===== src/rtl/tsc_pkg.sv =====
package tsc_pkg;

   // Counter and command slot counts
   localparam int NCNT  = 2;
   localparam int NSLOT = 4;

   // Register bus geometry
   localparam int ADDR_W = 8;
   localparam int DATA_W = 32;

   // Register byte offsets
   localparam logic [7:0] REG_CFG0   = 8'h00;
   localparam logic [7:0] REG_CFG1   = 8'h04;
   localparam logic [7:0] REG_STATUS = 8'h08;
   localparam logic [7:0] REG_FINAL0 = 8'h0c;
   localparam logic [7:0] REG_FINAL1 = 8'h10;

   // Configuration register fields
   localparam int CFG_MODE_LSB = 0;
   localparam int CFG_TERM_LSB = 16;

   // Status register fields
   localparam int ST_ERR_BIT = 0;
   localparam int ST_EVT_LSB = 4;
   localparam int ST_RUN_LSB = 8;
   localparam int ST_OVF_LSB = 12;

   // Final value register fields
   localparam int FIN_OVF_BIT = 16;

   // Counter mode codes
   localparam logic [1:0] MODE_EVENTS = 2'h0;
   localparam logic [1:0] MODE_USEC   = 2'h1;
   localparam logic [1:0] MODE_MSEC   = 2'h2;

   // Command codes, event mode
   localparam logic [1:0] CMD_INC   = 2'h0;
   localparam logic [1:0] CMD_RESET = 2'h1;

   // Command codes, time mode
   localparam logic [1:0] CMD_RUN       = 2'h0;
   localparam logic [1:0] CMD_STOP      = 2'h1;
   localparam logic [1:0] CMD_RESET_RUN = 2'h2;

   // Terminating value limits, reset values and counter ceiling
   localparam logic [15:0] TERM_MIN  = 16'h0002;
   localparam logic [15:0] TERM_MAX  = 16'hfffe;
   localparam logic [15:0] TERM_RST  = 16'h0002;
   localparam logic [1:0]  MODE_RST  = 2'h0;
   localparam logic [15:0] COUNT_MAX = 16'hfffe;

   // Time base
   localparam int CLK_PERIOD_NS = 8;
   localparam int USEC_NS       = 1000;
   localparam int USEC_CYCLES   = USEC_NS / CLK_PERIOD_NS;
   localparam int MSEC_US       = 1000;

   // One command request from the sequencer
   typedef struct packed
   {
      logic       valid;
      logic [1:0] code;
   } tsc_cmd_t;

   // Stored per-counter settings
   typedef struct packed
   {
      logic [1:0]  mode;
      logic [15:0] term;
   } tsc_cfg_t;

   // Value captured when acquisition ends
   typedef struct packed
   {
      logic        overflow_indicator;
      logic [15:0] value;
   } tsc_final_t;

endpackage


===== src/rtl/tsc_counters.sv =====
// Local design decisions: the placing of the registers and the address-and-strobe port.
`timescale 1ns/1ps
module tsc_counters
(
   // Clock and reset
   input  wire logic                   clock_in,
   input  wire logic                   rst_n_in,
   // Register port
   input  wire logic [7:0]             addr_in,
   input  wire logic [31:0]            wr_data_in,
   input  wire logic                   wr_in,
   input  wire logic                   rd_in,
   output logic      [31:0]            rd_data_out,
   // Sequencer side
   input  wire logic                   run_start_in,
   input  wire logic                   acq_active_in,
   input  wire logic                   state_tick_in,
   input  wire logic [1:0]             event_used_in,
   input  tsc_pkg::tsc_cmd_t [1:0][3:0] cmd_in,
   output logic      [1:0]             counter_event_out,
   output logic                        config_error_out
);

   // Reset release
   logic rst_meta_q;
   logic rst_sync_q;

   // Time base
   logic [6:0] us_cnt_q;
   logic       us_tick_q;
   logic [9:0] ms_cnt_q;
   logic       ms_tick_q;

   // Settings and status
   tsc_pkg::tsc_cfg_t   cfg_q   [2];
   logic                err_q;
   logic [1:0]          cfg_wr;
   logic [1:0]          cfg_ok;
   logic [1:0]          mode_chg;

   // Counter state
   logic [15:0]         count_q [2];
   logic [15:0]         count_d [2];
   logic [1:0]          run_q;
   logic [1:0]          run_d;
   logic [1:0]          ovf_q;
   logic [1:0]          ovf_d;
   logic [1:0]          evt_q;
   logic [1:0]          evt_d;
   logic [1:0]          sel_valid;
   logic [1:0]          sel_code [2];

   // Acquisition end and final values
   logic                acq_prev_q;
   tsc_pkg::tsc_final_t final_q [2];

   // Byte offset of a counter's configuration register
   function automatic logic [7:0] cfg_addr(input int idx);
      cfg_addr = (idx == 0) ? tsc_pkg::REG_CFG0 : tsc_pkg::REG_CFG1;
   endfunction

   // Mode code known and terminating value inside the legal window
   function automatic logic cfg_legal(input logic [31:0] d);
      logic [1:0]  m;
      logic [15:0] t;
      m = d[tsc_pkg::CFG_MODE_LSB +: 2];
      t = d[tsc_pkg::CFG_TERM_LSB +: 16];
      cfg_legal = (m != 2'h3) && (t >= tsc_pkg::TERM_MIN)
                  && (t <= tsc_pkg::TERM_MAX);
   endfunction

   // One step up; saturated counters hold, the ceiling overflows
   function automatic logic [16:0] bump(input logic [15:0] c,
                                        input logic        ovf,
                                        input logic        sat);
      if (sat || ovf)
      begin
         bump = {ovf, c};
      end
      else if (c == tsc_pkg::COUNT_MAX)
      begin
         bump = {1'b1, c};
      end
      else
      begin
         bump = {1'b0, c + 16'h0001};
      end
   endfunction

   // Reset is taken asynchronously and released on the clock
   always_ff @(posedge clock_in or negedge rst_n_in)
   begin
      if (!rst_n_in)
      begin
         rst_meta_q <= 1'b0;
         rst_sync_q <= 1'b0;
      end
      else
      begin
         rst_meta_q <= 1'b1;
         rst_sync_q <= rst_meta_q;
      end
   end

   // Free-running microsecond and millisecond ticks, never tied to
   // the State clock so time keeps accruing between state cycles
   always_ff @(posedge clock_in or negedge rst_sync_q)
   begin
      if (!rst_sync_q)
      begin
         us_cnt_q  <= 7'h00;
         us_tick_q <= 1'b0;
         ms_cnt_q  <= 10'h000;
         ms_tick_q <= 1'b0;
      end
      else
      begin
         us_tick_q <= 1'b0;
         ms_tick_q <= 1'b0;
         if (us_cnt_q == 7'(tsc_pkg::USEC_CYCLES - 1))
         begin
            us_cnt_q  <= 7'h00;
            us_tick_q <= 1'b1;
            if (ms_cnt_q == 10'(tsc_pkg::MSEC_US - 1))
            begin
               ms_cnt_q  <= 10'h000;
               ms_tick_q <= 1'b1;
            end
            else
            begin
               ms_cnt_q <= ms_cnt_q + 10'h001;
            end
         end
         else
         begin
            us_cnt_q <= us_cnt_q + 7'h01;
         end
      end
   end

   // Write decode; an illegal value leaves the stored settings alone
   always_comb
   begin
      for (int i = 0; i < tsc_pkg::NCNT; i++)
      begin
         cfg_wr[i]   = wr_in && (addr_in == cfg_addr(i));
         cfg_ok[i]   = cfg_wr[i] && cfg_legal(wr_data_in);
         mode_chg[i] = cfg_ok[i] && (cfg_q[i].mode
                       != wr_data_in[tsc_pkg::CFG_MODE_LSB +: 2]);
      end
   end

   // Settings: one mode and one terminating value per counter
   always_ff @(posedge clock_in or negedge rst_sync_q)
   begin
      if (!rst_sync_q)
      begin
         for (int i = 0; i < tsc_pkg::NCNT; i++)
         begin
            cfg_q[i].mode <= tsc_pkg::MODE_RST;
            cfg_q[i].term <= tsc_pkg::TERM_RST;
         end
      end
      else
      begin
         for (int i = 0; i < tsc_pkg::NCNT; i++)
         begin
            if (cfg_ok[i])
            begin
               cfg_q[i].mode <= wr_data_in[tsc_pkg::CFG_MODE_LSB +: 2];
               cfg_q[i].term <= wr_data_in[tsc_pkg::CFG_TERM_LSB +: 16];
            end
         end
      end
   end

   // Sticky error; a new rejection wins over a clear in one cycle
   always_ff @(posedge clock_in or negedge rst_sync_q)
   begin
      if (!rst_sync_q)
      begin
         err_q <= 1'b0;
      end
      else if (|(cfg_wr & ~cfg_ok))
      begin
         err_q <= 1'b1;
      end
      else if (wr_in && (addr_in == tsc_pkg::REG_STATUS)
               && wr_data_in[tsc_pkg::ST_ERR_BIT])
      begin
         err_q <= 1'b0;
      end
   end

   // Pick the lowest-numbered requested slot; later slots are dropped
   always_comb
   begin
      for (int i = 0; i < tsc_pkg::NCNT; i++)
      begin
         sel_valid[i] = 1'b0;
         sel_code[i]  = 2'h0;
         for (int s = tsc_pkg::NSLOT - 1; s >= 0; s--)
         begin
            if (cmd_in[i][s].valid)
            begin
               sel_valid[i] = 1'b1;
               sel_code[i]  = cmd_in[i][s].code;
            end
         end
      end
   end

   // Next counter state; commands act only on a State clock cycle
   always_comb
   begin
      logic        timed;
      logic        unit;
      logic        sat;
      logic        clr;
      logic [16:0] nx;
      timed = 1'b0;
      unit  = 1'b0;
      sat   = 1'b0;
      clr   = 1'b0;
      nx    = 17'h00000;
      for (int i = 0; i < tsc_pkg::NCNT; i++)
      begin
         count_d[i] = count_q[i];
         run_d[i]   = run_q[i];
         ovf_d[i]   = ovf_q[i];
         evt_d[i]   = evt_q[i];
         clr        = 1'b0;
         timed      = (cfg_q[i].mode != tsc_pkg::MODE_EVENTS);
         unit       = (cfg_q[i].mode == tsc_pkg::MODE_USEC)
                      ? us_tick_q : ms_tick_q;
         sat        = event_used_in[i]
                      && (count_q[i] >= cfg_q[i].term);
         nx         = bump(count_q[i], ovf_q[i], sat);
         if (run_start_in)
         begin
            count_d[i] = 16'h0000;
            run_d[i]   = 1'b0;
            ovf_d[i]   = 1'b0;
            evt_d[i]   = 1'b0;
         end
         else
         begin
            if (!acq_active_in || mode_chg[i])
            begin
               run_d[i] = 1'b0;
            end
            else if (state_tick_in && sel_valid[i])
            begin
               if (!timed)
               begin
                  if (sel_code[i] == tsc_pkg::CMD_INC)
                  begin
                     count_d[i] = nx[15:0];
                     ovf_d[i]   = nx[16];
                  end
                  else if (sel_code[i] == tsc_pkg::CMD_RESET)
                  begin
                     count_d[i] = 16'h0000;
                     ovf_d[i]   = 1'b0;
                     clr        = 1'b1;
                  end
               end
               else
               begin
                  case (sel_code[i])
                     tsc_pkg::CMD_RUN:
                     begin
                        run_d[i] = 1'b1;
                     end
                     tsc_pkg::CMD_STOP:
                     begin
                        run_d[i] = 1'b0;
                     end
                     tsc_pkg::CMD_RESET_RUN:
                     begin
                        count_d[i] = 16'h0000;
                        ovf_d[i]   = 1'b0;
                        run_d[i]   = 1'b1;
                        clr        = 1'b1;
                     end
                     default:
                     begin
                        run_d[i] = run_q[i];
                     end
                  endcase
               end
            end
            else if (timed && run_q[i] && unit)
            begin
               count_d[i] = nx[15:0];
               ovf_d[i]   = nx[16];
            end
            // Compare uses the count before this cycle's update, so
            // the flag lags reaching the value by one state cycle
            if (state_tick_in)
            begin
               evt_d[i] = sat && !clr;
            end
         end
      end
   end

   // Counter registers
   always_ff @(posedge clock_in or negedge rst_sync_q)
   begin
      if (!rst_sync_q)
      begin
         for (int i = 0; i < tsc_pkg::NCNT; i++)
         begin
            count_q[i] <= 16'h0000;
         end
         run_q <= 2'h0;
         ovf_q <= 2'h0;
         evt_q <= 2'h0;
      end
      else
      begin
         for (int i = 0; i < tsc_pkg::NCNT; i++)
         begin
            count_q[i] <= count_d[i];
         end
         run_q <= run_d;
         ovf_q <= ovf_d;
         evt_q <= evt_d;
      end
   end

   // Capture final values as acquisition ends, for the status area
   always_ff @(posedge clock_in or negedge rst_sync_q)
   begin
      if (!rst_sync_q)
      begin
         acq_prev_q <= 1'b0;
         for (int i = 0; i < tsc_pkg::NCNT; i++)
         begin
            final_q[i] <= '0;
         end
      end
      else
      begin
         acq_prev_q <= acq_active_in;
         if (acq_prev_q && !acq_active_in)
         begin
            for (int i = 0; i < tsc_pkg::NCNT; i++)
            begin
               final_q[i].overflow_indicator <= ovf_q[i];
               final_q[i].value <= ovf_q[i] ? 16'h0000
                                            : count_q[i];
            end
         end
      end
   end

   // Read data stands only in the cycle after the strobe
   always_ff @(posedge clock_in or negedge rst_sync_q)
   begin
      if (!rst_sync_q)
      begin
         rd_data_out <= 32'h0000_0000;
      end
      else
      begin
         rd_data_out <= 32'h0000_0000;
         if (rd_in)
         begin
            case (addr_in)
               tsc_pkg::REG_CFG0:
               begin
                  rd_data_out <= {cfg_q[0].term, 14'h0000, cfg_q[0].mode};
               end
               tsc_pkg::REG_CFG1:
               begin
                  rd_data_out <= {cfg_q[1].term, 14'h0000, cfg_q[1].mode};
               end
               tsc_pkg::REG_STATUS:
               begin
                  rd_data_out[tsc_pkg::ST_ERR_BIT]      <= err_q;
                  rd_data_out[tsc_pkg::ST_EVT_LSB +: 2] <= evt_q;
                  rd_data_out[tsc_pkg::ST_RUN_LSB +: 2] <= run_q;
                  rd_data_out[tsc_pkg::ST_OVF_LSB +: 2] <= ovf_q;
               end
               tsc_pkg::REG_FINAL0:
               begin
                  rd_data_out <= {15'h0000, final_q[0]};
               end
               tsc_pkg::REG_FINAL1:
               begin
                  rd_data_out <= {15'h0000, final_q[1]};
               end
               default:
               begin
                  rd_data_out <= 32'h0000_0000;  // Unmapped reads zero
               end
            endcase
         end
      end
   end

   // Outputs come straight from flops
   assign counter_event_out = evt_q;
   assign config_error_out  = err_q;

endmodule // tsc_counters


===== config.mk =====
export PLATFORM = sky130hd
export DESIGN_NAME = tsc_counters
export DESIGN_NICKNAME = d
export VERILOG_FILES = /design/src/rtl/tsc_pkg.sv /design/src/rtl/tsc_counters.sv
export SDC_FILE = /design/constraint.sdc
export NUM_CORES = 1
export LEC_CHECK = 0
export ABC_AREA = 1
export BUFFER_PORTS_ARGS = -buffer_cell sky130_fd_sc_hd__buf_4
export CORE_MARGIN = 2
export CORE_UTILIZATION = 40
export DETAILED_ROUTE_END_ITERATION = 8
export GPL_TIMING_DRIVEN = 1
export SLEW_MARGIN = 5
export SYNTH_ARGS = -nofsm -noshare
export SYNTH_HDL_FRONTEND = slang
export SYNTH_SLANG_ARGS = --single-unit

===== constraint.sdc =====
create_clock -name clock_in -period 8.9 [get_ports clock_in]
set_clock_uncertainty 0.1 [all_clocks]
set_input_delay 0.445 -clock clock_in [delete_from_list [all_inputs] [get_ports clock_in]]
set_output_delay 0.445 -clock clock_in [all_outputs]
set_load 0.05 [all_outputs]

* Yosys cells after proc, flatten, opt, wreduce, memory -nomap -nowiden *
Index checks and enable logic that the tools add are counted.

word-level totals
  output and inout bits = 35
  word-level logic and storage cells = 207
  register bits after elaboration = 163
  input port bits = 73

operators by class
  bitwise logic cells = 2
  muxes and demuxes = 100
  reductions and logical operators = 50
  equality and inequality tests = 23
  add/sub/neg operators = 4
  $lt $le $gt $ge = 4

operators by type and width
  operator                 number
  $mux W16                 18
  $pmux W18 S4             1
  $mux W17                 4
  $mux W1                  57
  $add A16 B1 Y16 const B  2
  $eq A16 B16 Y1 const B   2
  $ge A16 B16 Y1           2
  $mux W32                 1
  $logic_and A1 B1 Y1      21
  $pmux W2 S3              3
  $reduce_bool A3 Y1       6
  $eq A8 B4 Y1 const B     2
  $ge A16 B2 Y1 const B    1
  $le A16 B16 Y1 const B   1
  $mux W2                  8
  $pmux W3 S4              1
  $add A10 B1 Y10 const B  1
  $eq A10 B10 Y1 const B   1
  $mux W10                 1
  $ne A5 B3 Y1 const B     2
  $eq A2 B1 Y1 const B     4
  $eq A8 B3 Y1 const B     1
  $eq A8 B5 Y1 const B     1
  $logic_not A8 Y1         1
  other kinds (20)         41

* Longest topological paths before layout *
  word-level depth = 15
  depth in mapped cells = 18
  gate-level depth less buffers = 18

* Least setup slack after synthesis *
OpenSTA, ideal clock, no wires.

  path type = register -> register
  start point = register cfg_q[1] in the netlist's numbering
  end point = register count_q[14] in the netlist's numbering
  stages on the path, launching flop included = 16
  buffers on the path = 1
  library setup time = 120 ps
  period minus slack after synthesis = 2109 ps
  data arrival time = 1890 ps
  required time = 8680 ps
  setup slack = 6791 ps
  cells stage by stage = dfstp_2 > inv_1 > ha_1 > inv_1 > nor2_1 > o21ai_0 > nand2_1 > nand2_1 > nand2_1 > nand2_1 > nand2_1 > nand2_1 > buf_2 > nand2_1 > o21ai_0 > nor2_1

between the ends
  cells in the longest elaborated chain, start to end = 9
  elaborated cells between the ends (all ways) = 10
  classes of those cells = order compare: 1; mux: 7; reduce/logical: 2

ends and longest elaborated chain
  element                          line                 text
  from (decl)                      tsc_counters.sv:35   tsc_pkg::tsc_cfg_t cfg_q [2];
  $ge A16 B16 Y1 (*)               tsc_counters.sv:237  && (count_q[i] >= cfg_q[i].term);
  $logic_and A1 B1 Y1 (*)          tsc_counters.sv:237
  $logic_or A1 B1 Y1 (*)           tsc_counters.sv:76   if (sat || ovf)
  $mux W17 (*)                     tsc_counters.sv:76
  $mux W16                         tsc_counters.sv:256  if (sel_code[i] == tsc_pkg::CMD_INC)
  $mux W16                         tsc_counters.sv:254  if (!timed)
  $mux W16 (*)                     tsc_counters.sv:252  else if (state_tick_in && sel_valid[i])
  $mux W16 (*)                     tsc_counters.sv:248  if (!acq_active_in || mode_chg[i])
  $mux W16 (*)                     tsc_counters.sv:239  if (run_start_in)
  to (signal, indexed assignment)  tsc_counters.sv:325  count_q[i] <= count_d[i];
  to (decl)                        tsc_counters.sv:42   logic [15:0] count_q [2];

Every way passes the cells marked *; elsewhere a longest branch is shown, timed or not. The select of a mux whose other input is x is not followed.
A chain may end at the register's enable or synchronous reset.

* Worst setup path after layout *
  start point = register cfg_q[1] in the netlist's numbering
  end point = register count_q[8] in the netlist's numbering

The elaborated chain is that of the path after synthesis.

==> flow_metrics.env <==
export IMPL_reg2reg_slack_ns=5.85
export IMPL_via_per_inst=5.06
export IMPL_reg2reg_to="count_q[8]"
export IMPL_p_total_mw=1.71
export IMPL_post_synth_cell_area_avg_um2=7.70
export IMPL_syn2layout_area_growth_pct=16.9
export IMPL_slowest_delay_ns=0.60
export IMPL_ys_ff_latch=163
export IMPL_synthXorXnorAreaFrac_pct=0.0991
export IMPL_fin_tns_setup_ns=0
export IMPL_slew_headroom_pct=19.0
export IMPL_cts_tree="yes"
export IMPL_status="complete, no violations"
export IMPL_power_frac_comb_pct=12.7
export IMPL_place_congestion=0.910
export IMPL_synth_top_area_share_pct=45.6
export IMPL_critPathLaunchType="register"
export IMPL_clkPwrFrac_pct=41.2
export IMPL_dpl_cell_count=1497
export IMPL_place_ws_ns=5.72
export IMPL_antenna_found_initial=0
export IMPL_die_y_um=153
export IMPL_ir_worst_vdd_uv=102
export IMPL_groute_usage_overall_pct=21.2
export IMPL_seq_power_share_pct=46.1
export IMPL_cts_root_buffer="clkbuf_16"
export IMPL_start_util_pct=40.6
export IMPL_worstPathArrival_ns=3.28
export IMPL_antenna_cells=0
export IMPL_setup_violations=0
export IMPL_synthFlopType="dfrtp_1"
export IMPL_synth_fp_nets=1260
export IMPL_fin_ws_ns=5.85
export IMPL_synth_top_cells_by_count="nand2_1, inv_1, dfrtp_1"
export IMPL_via_count=7736
export IMPL_p_leak_nw=5.08
export IMPL_core_area_um2=21800
export IMPL_synth_edf_count=0
export IMPL_clk_pin_slew_ns=0.07
export IMPL_rsz0062_at_grt="no"
export IMPL_cts_inserted_buffers=17
export IMPL_cp_startpoint="cfg_q[1]"
export IMPL_slew_violations=0
export IMPL_crit_top_cell="nand2_1"
export IMPL_r2r_start="cfg_q[1]"
export IMPL_drt_iter0_markers=480
export IMPL_grt_max_degree=76
export IMPL_yosysUniqueCellTypes=45
export IMPL_finalCriticalPeriod_ns=3.05
export IMPL_reg2reg_depth=18
export IMPL_fmax_mhz=328
export IMPL_n_fill_cell=2186
export IMPL_synth_top_family_by_area="simple AND/OR/NAND/NOR gates"
export IMPL_grt_pass1_vias=7373
export IMPL_yosys_top_cells_area="dfrtp_1, nand2_1, inv_1"
export IMPL_crit_path_cell_trace="inv_1 -> ha_1 -> inv_1 -> nor2_1 -> o21ai_0 -> nand2_1 -> nand2_1 -> nand2_1 -> nand2_1 -> nand2_1 -> nand2_1 -> inv_1 -> nor2_1 -> nand2_1 -> nand2_1 -> nand2_1 -> nand2_1 -> inv_1"
export IMPL_route_antenna_remaining_nets=0
export IMPL_required_ns=9.13
export IMPL_async_flop_share_pct=100
export IMPL_io_buffers=93
export IMPL_drive_above_1_share_pct=13.0
export IMPL_grt_overflow_total=0
export IMPL_wirelength_um=23900
export IMPL_die_area_um2=23300
export IMPL_p_sw_share_pct=29.0
export IMPL_yosysMostFrequentCell="nand2_1"
export IMPL_clk_latency_ns=0.44
export IMPL_synth_compound_area_share_pct=12.5
export IMPL_hold_viol=0
export IMPL_dieWidth_um=153
export IMPL_min_period_over_period_pct=34.2
export IMPL_maxCapViolations=0
export IMPL_synthAdderAreaFrac_pct=5.52
export IMPL_first_pass_iters=5
export IMPL_crit_slowest_cell="nand2_1"
export IMPL_htreeDepth=4
export IMPL_clock_path_buffers=2
export IMPL_yosysWarnings=0
export IMPL_yosysTopAreaCell="dfrtp_1"
export IMPL_synthCells=1148
export IMPL_post_cts_resized=0
export IMPL_critPathKind="register to register"
export IMPL_critPathCaptureType="register"
export IMPL_worst_path_max_fanout=23
export IMPL_grt_pass1_wl_um=39100
export IMPL_worst_slew_pin_slew_ns=1.21
export IMPL_yosys_area_share_simple_pct=26.2
export IMPL_nets=1349
export IMPL_rows=54
export IMPL_cts_sinks=163
export IMPL_hold_class="register to async pin"
export IMPL_wire_per_inst_um=15.6
export IMPL_synth_mux_area_share_pct=0
export IMPL_drc=0
export IMPL_hpwlAfterDp_um=18100
export IMPL_p_int_mw=1.21
export IMPL_mappedNetlistArea_um2=8840
export IMPL_switchingPower_mw=0.496
export IMPL_io_pins=108
export IMPL_fin_cells=1529
export IMPL_p_per_area_nw_per_um2=165
export IMPL_synth_seq_area_share_pct=46.2
export IMPL_utilization_pct=47.5
==> final cells by class <==
class | count | area, µm² | share of cell area (%)
multi-input cells | 771 | 3920 | 37.9
clock buffers | 19 | 453 | 4.38
inverters | 187 | 702 | 6.79
flip-flops and latches | 163 | 4090 | 39.5
clock inverters | 12 | 100 | 0.968
repair buffers | 97 | 731 | 7.07
well taps | 280 | 350 | 3.39
==> worst max-delay path, delay by kind of cell (launching register included) <==
| kind | cells | cell delay [ns] |
|---|---|---|
| AND/OR/NAND/NOR | 12 | 1.41 |
| flip-flops | 1 | 0.56 |
| buffers and inverters | 4 | 0.43 |
| adder cells (fa/ha/maj) | 1 | 0.30 |
| AO/OA/AOI/OAI | 1 | 0.13 |
==> repair_timing <==
item                                   4_1_cts  5_1_grt
setup buffers                                0        0
endpoints found under the hold margin        2        0
hold buffers                                 1        0
==> per-stage QoR <==
stage	area [µm²]	hold slack, ns
4_1_cts	10300	0.0514
3_3_place_gp	9770	0.0627
5_1_grt	10300	0.0500
6_report	10300	0.0622
2_1_floorplan	8840	0.0494
3_5_place_dp	9770	0.0643
==> state kept, by name, summed over array words and instances, names as in the netlist, 7 cells and up <==
name and flops:
cfg_q 36, final_q 34, count_q 32, rd_data_out 32
ms_cnt_q 10, us_cnt_q 7
==> routing by layer <==
layer	share of wire [%]	GRT usage (%)	up-vias
met3	5.4	4.38	30
met1	48	30.6	3626
li1	-	-	3886
met2	45	32.2	194
met5	0	0	-
met4	2.0	6.44	0
==> power by group through the flow <==
| stage | registers (mW) | logic [mW] | clock network (mW) |
|---|---|---|---|
| final | 0.787 | 0.218 | 0.704 |
| after global routing | 0.790 | 0.248 | 0.744 |
| after CTS | 0.787 | 0.218 | 0.712 |
| after detailed placement | 0.801 | 0.217 | 0 |
| after global placement | 0.800 | 0.215 | 0 |
| after floorplan | 0.807 | 0.137 | 0 |
==> cells by family after synthesis <==
kind of cell,Yosys count
AOI/OAI and AO/OA,198
xor gates and xnor gates,1
adders and majority gates,39
buffers and inverters,214
DFF,163
other,1
and+or+nand+nor,532
==> worst max path at each step <==
stage | endpoint | depth (start not counted)
after floorplan | acq_prev_q | 0
after global placement | rd_data_out[31] | 8
after detailed placement | rd_data_out[31] | 8
after CTS | count_q[8] | 18
after global routing | count_q[8] | 18
final | count_q[8] | 18
==> cells in the final DEF, fill, tap and decap left out, types with 5 or more instances in the layout <==
cell type,synthesis,routed
nand2_1,288,288
clkinvlp_4,0,5
clkbuf_16,0,17
nor2_1,104,104
nor3_1,16,16
nand2_2,6,6
nand3_1,63,63
nand3_2,6,6
a22oi_1,6,6
a21oi_1,70,70
o21ai_0,71,71
o22ai_1,17,17
ha_1,39,39
nand3b_1,8,8
o21ai_1,15,15
nand4_1,25,25
inv_2,6,6
buf_4,1,96
dfrtp_1,161,160
inv_1,181,181
No activity file was read; power rests on OpenSTA's default activity.
